### config.mk
export PLATFORM = sky130hd
export DESIGN_NAME = adc_event_trigger_ctrl
export DESIGN_NICKNAME = d
export VERILOG_FILES = /design/src/rtl/adc_event_trigger_ctrl.v
export VERILOG_INCLUDE_DIRS = /design/src /design/src/rtl
export SDC_FILE = /design/constraint.sdc
export NUM_CORES = 1
export LEC_CHECK = 0
export BUFFER_PORTS_ARGS = -buffer_cell sky130_fd_sc_hd__buf_4
export CORE_MARGIN = 3
export CORE_UTILIZATION = 61
export DETAILED_ROUTE_END_ITERATION = 10
export GPL_TIMING_DRIVEN = 0
export HOLD_SLACK_MARGIN = 0.06
export PLACE_DENSITY = 0.87
export SLEW_MARGIN = 20
export SYNTH_ARGS = -nofsm -noshare
export SYNTH_HDL_FRONTEND = slang
export SYNTH_SLANG_ARGS = --single-unit
### constraint.sdc
create_clock -name MCLK -period 5.25 [get_ports MCLK]
set_input_delay 0.2625 -clock MCLK [delete_from_list [all_inputs] [get_ports MCLK]]
set_output_delay 0.2625 -clock MCLK [all_outputs]
set_load 0.01 [all_outputs]
### src/rtl/adc_trigger_defines.vh
// constants for the converter trigger and register block
// Functional notes
// - compare mode 1011 plus converter on: trigger sets go/done, starts conversion
// - every trigger clears the selected timer counter to zero
// - converter off: trigger ignored by converter, timer still cleared
// - control one: clock sel 7:6, channel 5:3, go 2, bit1 zero, on 0
// - control two: justify 7, clock sel hi 6, 5:4 zero, port config 3:0
// - done flag, enable, priority at bit 6 of flag/enable/priority registers
// - unimplemented control bits read zero; interrupt registers keep all eight written bits
// - justify set right-justifies result; clear left-justifies, zero padding
// - three clock-select bits choose divide 2,8,32,4,16,64 or rc clock
`ifndef ADC_TRIGGER_DEFINES_VH
`define ADC_TRIGGER_DEFINES_VH
`define ADR_FLAGS_ONE      3'h0
`define ADR_ENABLES_ONE    3'h1
`define ADR_PRIORITY_ONE   3'h2
`define ADR_RESULT_HIGH    3'h3
`define ADR_RESULT_LOW     3'h4
`define ADR_CONTROL_FIRST  3'h5
`define ADR_CONTROL_SECOND 3'h6
`define ADR_GLOBAL_INT     3'h7
`define BIT_CONV_DONE      6
`define BIT_GO             2
`define BIT_ON             0
`define BIT_JUSTIFY        7
`define CTRL_FIRST_MASK    8'hfd
`define CTRL_SECOND_MASK   8'hcf
`define RESET_BYTE         8'h00
`define SPECIAL_EVENT_MODE 4'hb
`define CONV_BIT_CLOCKS    12
`define RC_DIVIDE          8'h04
`endif

### src/rtl/adc_event_trigger_ctrl.v
// converter control with special-event trigger, register file and conversion sequencer
`timescale 1ns/1ns
`include "adc_trigger_defines.vh"
module adc_event_trigger_ctrl #(
    parameter RESULT_WIDTH = 10
) (
    input  wire        MCLK,
    input  wire        RESET_N,
    input  wire [2:0]  ADDR,
    input  wire [7:0]  WDATA,
    input  wire        WR,
    input  wire        RD,
    output reg  [7:0]  RDATA,
    input  wire [3:0]  COMPARE_TWO_MODE,
    input  wire        SPECIAL_EVENT,
    input  wire        TIMER_THREE_SELECT,
    input  wire [9:0]  SAMPLE_VALUE,
    output reg         TIMER_ONE_CLEAR,
    output reg         TIMER_THREE_CLEAR,
    output reg  [2:0]  CHANNEL,
    output reg  [3:0]  PORT_CONFIG,
    output reg         CONV_DONE_IRQ,
    output reg         CONV_DONE_HIGH_PRIO
);
    localparam ST_IDLE = 2'd0;
    localparam ST_CONV = 2'd1;
    localparam ST_DONE = 2'd2;

    reg [7:0]  flags_one;
    reg [7:0]  enables_one;
    reg [7:0]  priority_one;
    reg [7:0]  global_int;
    reg [7:0]  control_first;
    reg [7:0]  control_second;
    reg [7:0]  result_high;
    reg [7:0]  result_low;
    reg [1:0]  state;
    reg [7:0]  clk_div;
    reg [3:0]  bit_count;
    reg [7:0]  tick_limit;
    reg [9:0]  held_sample;
    reg [9:0]  sample_meta;
    reg [9:0]  sample_sync;
    reg        evt_meta;
    reg        evt_sync;
    reg        evt_prev;
    reg [7:0]  read_value;
    wire       trigger;
    wire       conv_tick;
    wire       finish;
    wire [2:0] clock_code;

    // trigger is an edge of the synchronised special-event level
    assign trigger    = evt_sync & ~evt_prev;
    assign clock_code = {control_second[6], control_first[7:6]};
    assign conv_tick  = (clk_div == tick_limit);
    assign finish     = (state == ST_CONV) && conv_tick && (bit_count == `CONV_BIT_CLOCKS - 1);

    always @* begin
        case (clock_code)
            3'b000: tick_limit = 8'h01;
            3'b001: tick_limit = 8'h07;
            3'b010: tick_limit = 8'h1f;
            3'b100: tick_limit = 8'h03;
            3'b101: tick_limit = 8'h0f;
            3'b110: tick_limit = 8'h3f;
            default: tick_limit = `RC_DIVIDE - 8'h01;
        endcase
    end

    always @(posedge MCLK or negedge RESET_N) begin
        if (!RESET_N) begin
            evt_meta    <= 1'b0;
            evt_sync    <= 1'b0;
            evt_prev    <= 1'b0;
            sample_meta <= 10'h000;
            sample_sync <= 10'h000;
        end else begin
            evt_meta    <= SPECIAL_EVENT;
            evt_sync    <= evt_meta;
            evt_prev    <= evt_sync;
            sample_meta <= SAMPLE_VALUE;
            sample_sync <= sample_meta;
        end
    end

    // timer clear pulses follow every trigger, converter on or off
    always @(posedge MCLK or negedge RESET_N) begin
        if (!RESET_N) begin
            TIMER_ONE_CLEAR   <= 1'b0;
            TIMER_THREE_CLEAR <= 1'b0;
        end else begin
            TIMER_ONE_CLEAR   <= trigger & ~TIMER_THREE_SELECT;
            TIMER_THREE_CLEAR <= trigger & TIMER_THREE_SELECT;
        end
    end

    // results kept out of the reset so they survive non-power resets
    always @(posedge MCLK) begin
        if (finish) begin
            if (control_second[`BIT_JUSTIFY]) begin
                result_high <= {6'h00, held_sample[9:8]};
                result_low  <= held_sample[7:0];
            end else begin
                result_high <= held_sample[9:2];
                result_low  <= {held_sample[1:0], 6'h00};
            end
        end
    end

    always @(posedge MCLK or negedge RESET_N) begin
        if (!RESET_N) begin
            state       <= ST_IDLE;
            clk_div     <= 8'h00;
            bit_count   <= 4'h0;
            held_sample <= 10'h000;
        end else begin
            case (state)
                ST_IDLE: begin
                    clk_div   <= 8'h00;
                    bit_count <= 4'h0;
                    if (control_first[`BIT_GO] && control_first[`BIT_ON]) begin
                        state       <= ST_CONV;
                        held_sample <= sample_sync;
                    end
                end
                ST_CONV: begin
                    if (!control_first[`BIT_ON] || !control_first[`BIT_GO]) begin
                        state <= ST_IDLE;
                    end else if (conv_tick) begin
                        clk_div   <= 8'h00;
                        bit_count <= bit_count + 4'h1;
                        if (finish) begin
                            state <= ST_DONE;
                        end
                    end else begin
                        clk_div <= clk_div + 8'h01;
                    end
                end
                default: begin
                    state <= ST_IDLE;
                end
            endcase
        end
    end

    always @(posedge MCLK or negedge RESET_N) begin
        if (!RESET_N) begin
            flags_one      <= `RESET_BYTE;
            enables_one    <= `RESET_BYTE;
            priority_one   <= `RESET_BYTE;
            global_int     <= `RESET_BYTE;
            control_first  <= `RESET_BYTE;
            control_second <= `RESET_BYTE;
        end else begin
            if (WR) begin
                if (ADDR == `ADR_FLAGS_ONE) begin
                    flags_one <= WDATA;
                end else if (ADDR == `ADR_ENABLES_ONE) begin
                    enables_one <= WDATA;
                end else if (ADDR == `ADR_PRIORITY_ONE) begin
                    priority_one <= WDATA;
                end else if (ADDR == `ADR_GLOBAL_INT) begin
                    global_int <= WDATA;
                end else if (ADDR == `ADR_CONTROL_FIRST) begin
                    control_first <= WDATA & `CTRL_FIRST_MASK;
                end else if (ADDR == `ADR_CONTROL_SECOND) begin
                    control_second <= WDATA & `CTRL_SECOND_MASK;
                end
            end
            // hardware events placed after the write so they override it; finish clearing go wins over a trigger set
            if (trigger && COMPARE_TWO_MODE == `SPECIAL_EVENT_MODE
                    && control_first[`BIT_ON]) begin
                control_first[`BIT_GO] <= 1'b1;
            end
            if (finish) begin
                control_first[`BIT_GO]     <= 1'b0;
                flags_one[`BIT_CONV_DONE]  <= 1'b1;
            end
        end
    end

    always @* begin
        read_value = 8'h00;
        if (ADDR == `ADR_FLAGS_ONE) begin
            read_value = flags_one;
        end else if (ADDR == `ADR_ENABLES_ONE) begin
            read_value = enables_one;
        end else if (ADDR == `ADR_PRIORITY_ONE) begin
            read_value = priority_one;
        end else if (ADDR == `ADR_GLOBAL_INT) begin
            read_value = global_int;
        end else if (ADDR == `ADR_RESULT_HIGH) begin
            read_value = result_high;
        end else if (ADDR == `ADR_RESULT_LOW) begin
            read_value = result_low;
        end else if (ADDR == `ADR_CONTROL_FIRST) begin
            read_value = control_first;
        end else if (ADDR == `ADR_CONTROL_SECOND) begin
            read_value = control_second;
        end
    end

    always @(posedge MCLK or negedge RESET_N) begin
        if (!RESET_N) begin
            RDATA               <= 8'h00;
            CHANNEL             <= 3'h0;
            PORT_CONFIG         <= 4'h0;
            CONV_DONE_IRQ       <= 1'b0;
            CONV_DONE_HIGH_PRIO <= 1'b0;
        end else begin
            RDATA               <= RD ? read_value : 8'h00;
            CHANNEL             <= control_first[5:3];
            PORT_CONFIG         <= control_second[3:0];
            CONV_DONE_IRQ       <= flags_one[`BIT_CONV_DONE] & enables_one[`BIT_CONV_DONE];
            CONV_DONE_HIGH_PRIO <= priority_one[`BIT_CONV_DONE];
        end
    end
endmodule

[Yosys cells after proc, flatten, opt, wreduce, memory -nomap -nowiden]
Index checks and enable logic that the tools add are counted.
Storage, ports and cells
  register bits: 127
  bits of input ports: 31
  word-level logic and storage cells: 127
Cells by class
  add/sub/neg operators: 2
  eq/ne operators: 24
  mux-type cells: 34
  bitwise operators: 11
  reduce and logical (&&, ||, !) cells: 28
Operator list (number)
  8-bit two-way mux: 12
  6-bit one-hot mux with 5 select lines: 1
  3-bit equality test (second input constant): 6
  3-bit two-way mux: 6
  3-bit by 2-bit != test with 1-bit output (second input constant): 6
  8-bit one-hot mux with 2 select lines: 1
  7-bit two-way mux: 2
  6-bit AND reduction: 2
  2-bit two-way mux: 5
  3-bit by 2-bit equality test with 1-bit output (second input constant): 3
  3-bit AND reduction: 3
  8-bit by 1-bit adder with 8-bit output (second input constant): 1
  4-bit equality test (second input constant): 2
  8-bit equality test: 1
  4-bit two-way mux: 2
  4-bit one-hot mux with 2 select lines: 1
  2-bit AND reduction: 4
  1-bit NOT: 7
  7-bit AND reduction: 1
  3-bit by 1-bit equality test with 1-bit output (second input constant): 2
  3-bit logical NOT: 2
  2-bit != test (second input constant): 3
  2-bit nonzero test: 3
  3-bit nonzero test: 2
  11 further kinds: 21

[Depth between registers and ports, before layout]
  depth after elaboration: 10
  gate-level depth with buffers: 9
  depth with buffers taken out: 9

[Worst setup path after synthesis]
Ideal clock, no wire load.
  kind: register to register
  from: register control_first[6]
  to: register result_high[0] (enable)
  setup time: 0.332 ns
  arrival: 1.784 ns
  data required time: 4.918 ns
  path slack: 3.134 ns
  stages on the path, launching flop included: 9
  period minus slack after synthesis: 2.116 ns
  cells stage by stage: dfrtp_1 -> inv_1 -> ha_1 -> xnor2_1 -> nand2_1 -> a211oi_4 -> and2_4 -> nand3_4 -> inv_2
On the way
  word-level cells in the longest chain between the ends: 5
  elaborated cells on any way between the ends: 9
  those cells by class: eq/ne (5); mux (1); reduce/logical (3)
Ends and longest elaborated chain
  start, declared: line adc_event_trigger_ctrl.v:33  | reg [7:0] control_first;
  start signal, assigned: line adc_event_trigger_ctrl.v:153  | control_first <= `RESET_BYTE;
  start signal, assigned: line adc_event_trigger_ctrl.v:166  | control_first <= WDATA & `CTRL_FIRST_MASK;
  3-bit equality test (tied with other cells): line adc_event_trigger_ctrl.v:60  | case (clock_code)
  6-bit one-hot mux with 5 select lines (*): line adc_event_trigger_ctrl.v:60
  8-bit equality test (*): line adc_event_trigger_ctrl.v:56  | assign conv_tick = (clk_div == tick_limit);
  1-bit logical AND (*) (2 in series): line adc_event_trigger_ctrl.v:57  | assign finish = (state == ST_CONV) && conv_tick && (bit_count == `CONV_BIT_CLOCKS - 1);
  via finish: line adc_event_trigger_ctrl.v:50  | wire finish;
  end signal, assigned: line adc_event_trigger_ctrl.v:102  | result_high <= {6'h00, held_sample[9:8]};
  end signal, assigned: line adc_event_trigger_ctrl.v:105  | result_high <= held_sample[9:2];
  end, declared: line adc_event_trigger_ctrl.v:35  | reg [7:0] result_high;
Mark *: on every way through the listed nets, which the timed path passes. The rest lies on a longest branch.
A chain may end at the register's enable or synchronous reset.

[Final worst setup path]
  from: register control_first[7]
  to: register result_high[1] (enable)
The elaborated chain is that of the path after synthesis.

==> impl_metrics.env <==
export IMPL_setup_viol=0
export IMPL_worst_pin_slew_ns=0.9638
export IMPL_first_global_vias=3860
export IMPL_p_comb_frac=0.164
export IMPL_die_area_mm2=0.01007
export IMPL_rows=33
export IMPL_min_path_type="input pin to flop"
export IMPL_swShare=0.2590
export IMPL_rsz0062_at_grt="no"
export IMPL_ant_nets=0
export IMPL_root_buffer="clkbuf_8"
export IMPL_crit_path_start_kind="flop"
export IMPL_viasPerCell=5.959
export IMPL_io_pins=50
export IMPL_outcome="finished clean"
export IMPL_die_h_um=100.3
export IMPL_grt_pass1_wl_um=19310
export IMPL_avgSynthCellArea_um2=12.89
export IMPL_drtPass1Iterations=6
export IMPL_r2r_slack_ns=2.79
export IMPL_peakVddDrop_v=0.0003089
export IMPL_synth_async_sr_flop_share=0.8740
export IMPL_vias=3736
export IMPL_wirelength_um=11590
export IMPL_fin_crit_ns=2.456
export IMPL_timing_hold_violations_final=0
export IMPL_p_per_area_mw_per_mm2=430.7
export IMPL_p_leak_nw=2.936
export IMPL_port_buffer_count=48
export IMPL_avgRoutedWirePerCell_um=18.49
export IMPL_diodes=0
export IMPL_pwr_share_clk=0.403
export IMPL_clock_sinks=127
export IMPL_die_w_um=100.3
export IMPL_path_clk_slew_ns=0.06
export IMPL_cp_max_fo=18
export IMPL_place_congestion=0.9140
export IMPL_p_switching_mw=0.7505
export IMPL_dr_first_iter_drc_count=232
export IMPL_nets=546
export IMPL_hold_depth=2
export IMPL_cts_max_path_buffers=2
export IMPL_worstHoldStart="WDATA[2]"
export IMPL_synthesis_area_mm2=0.005428
export IMPL_cts_buffers=17
export IMPL_crit_path_end_kind="flop"
export IMPL_initial_core_util=0.6444
export IMPL_arrival_ns=2.63
export IMPL_slew_viol_final=0
export IMPL_period_share=0.4678
export IMPL_relSlewSlack=0.3575
export IMPL_synth_edf_count=16
export IMPL_htreeDepth=4
export IMPL_reg2reg_depth=8
export IMPL_layout_drive_gt1_share=0.3352
export IMPL_path_class="flop to flop"
export IMPL_regToRegEndpoint="result_high[1]"
export IMPL_hold_path_end="flags_one[2]"
export IMPL_clkLatencyLatePin_ns=0.52
export IMPL_grt_max_degree=112
export IMPL_post_dp_hpwl_um=7218
export IMPL_ys_flop_type="dfrtp_1"
export IMPL_antenna_found_initial=0
export IMPL_timing_fmax_mhz=407.2
export IMPL_p_int_mw=2.148
export IMPL_syn_inst=421
export IMPL_maxCapViolCount=0
export IMPL_track_usage=0.2515
export IMPL_core_mm2=0.008423
export IMPL_yosysSeqAreaShare=0.6003
export IMPL_ys_ff_latch=127
export IMPL_r2r_start="control_first[7]"
export IMPL_preCtsSetupSlack_ns=2.846
export IMPL_synth_fp_nets=458
export IMPL_cts_resized=0
export IMPL_overflow=0
export IMPL_synth_cell_type_count=58
export IMPL_yosysWarnings=0
export IMPL_postPlaceCellArea_mm2=0.005923
export IMPL_fin_setup_tns_ns=0
export IMPL_seq_power_share=0.433
export IMPL_fin_area_mm2=0.006729
export IMPL_cp_required_ns=5.43
export IMPL_top_regs="held_sample: 10 flops, sample_meta: 10 flops, sample_sync: 10 flops"
export IMPL_drc=0
export IMPL_fin_ws_ns=2.794
export IMPL_cts_tree="yes"
export IMPL_fin_skew_ns=0.007048
export IMPL_whs_ns=0.06739
export IMPL_areaGrowthSynthToFinish_pct=23.97
stage by stage:
step           power (mW)    util  std cells
3_5_place_dp        1.722  0.7032        574
4_1_cts             2.909  0.7989        627
2_1_floorplan       1.562       -        421
6_report            2.898  0.7989        627
3_3_place_gp        1.693  0.7028        574
5_1_grt             3.026  0.7989        627
worst max path at each step:
stage | startpoint | to | slack [ns]
after floorplan | control_first[6] | result_high[0] | 3.13
after global placement | control_first[7] | result_low[4] | 2.91
after detailed placement | control_first[7] | result_low[5] | 2.85
after CTS | control_first[7] | result_high[1] | 2.80
after global routing | control_first[7] | result_high[5] | 2.64
final | control_first[7] | result_high[1] | 2.79
power by group through the flow:
stage,registers [mW],clock network (mW),logic (mW)
after floorplan,1.25,0,0.311
after global placement,1.26,0,0.437
after detailed placement,1.27,0,0.454
after CTS,1.25,1.18,0.477
after global routing,1.28,1.23,0.522
final,1.26,1.17,0.475
cell families after synthesis:
| logic type | count (synthesis) | share of synthesized area |
|---|---|---|
| flops | 127 | 0.6003 |
| simple gates | 111 | 0.1256 |
| xor+xnor | 3 | 0.004842 |
| buf+inv | 29 | 0.02513 |
| mux | 63 | 0.1302 |
| compound gates | 82 | 0.1000 |
| fa+ha+maj | 6 | 0.01383 |
layout by cell type, fill, tap and decap left out, types with 10 or more instances in the layout:
cell	count
dfrtp_1	111
edfxtp_1	16
o22ai_1	11
inv_1	10
nor2_1	20
buf_4	49
nor2b_1	13
clkbuf_16	16
a21oi_1	32
buf_2	10
nand2_1	29
dlygate4sd3_1	21
mux2_2	61
metal layers:
metal / routed length [um] / global-route usage
met3: 984 / 0.06880
met2: 5773 / 0.4128
met1: 4576 / 0.3248
met5: 0 / 0
met4: 260 / 0.08601
repair_timing:
item | 4_1_cts | 5_1_grt
hold endpoints to repair | 164 | 0
hold buffers | 21 | 0
setup buffers | 0 | 0
worst max-delay path: stages, from the launching register on:
cell,delay [ns]
dfrtp_1,0.39
inv_1,0.11
ha_1,0.33
xnor2_1,0.15
nand2_1,0.11
a211oi_4,0.36
and2_4,0.24
nand3_4,0.10
inv_2,0.31
synth_stat cells, drive strengths merged (2+ instances only):
library cell | n | area, um2
nand4 | 4 | 31.28
xnor2 | 3 | 26.28
dfrtp | 111 | 2778
a211oi | 2 | 27.53
o22ai | 11 | 68.82
and3 | 4 | 31.28
nor3b | 4 | 51.30
inv | 12 | 45.05
buf | 13 | 76.32
and2 | 10 | 65.06
a21oi | 34 | 185.2
mux2i | 2 | 20.02
o31ai | 2 | 15.01
nor3 | 6 | 62.56
nand4b | 2 | 32.53
nor4bb | 2 | 20.02
o211ai | 6 | 45.04
a21o | 2 | 15.01
mux2 | 61 | 686.9
nand2b | 4 | 32.53
o311ai | 3 | 48.80
ha | 6 | 75.07
a31oi | 4 | 25.02
o21ai | 11 | 55.05
nor2b | 13 | 81.33
nand3 | 9 | 57.56
a21boi | 2 | 15.01
clkbuf | 4 | 15.01
nor2 | 20 | 75.07
edfxtp | 16 | 480.5
nand2 | 30 | 115.1
layout make-up:
| class | instances | area, um2 |
|---|---|---|
| plain buffers | 17 | 91.34 |
| clock buffers | 20 | 435.4 |
| clock inverters | 12 | 160.2 |
| fillers | 482 | 1694 |
| inverters | 12 | 45.04 |
| multi-input cells | 265 | 2033 |
| flip-flops and latches | 127 | 3258 |
| well taps | 105 | 131.4 |
| repair buffers | 69 | 574.3 |
No activity file was read; power rests on OpenSTA's default activity.
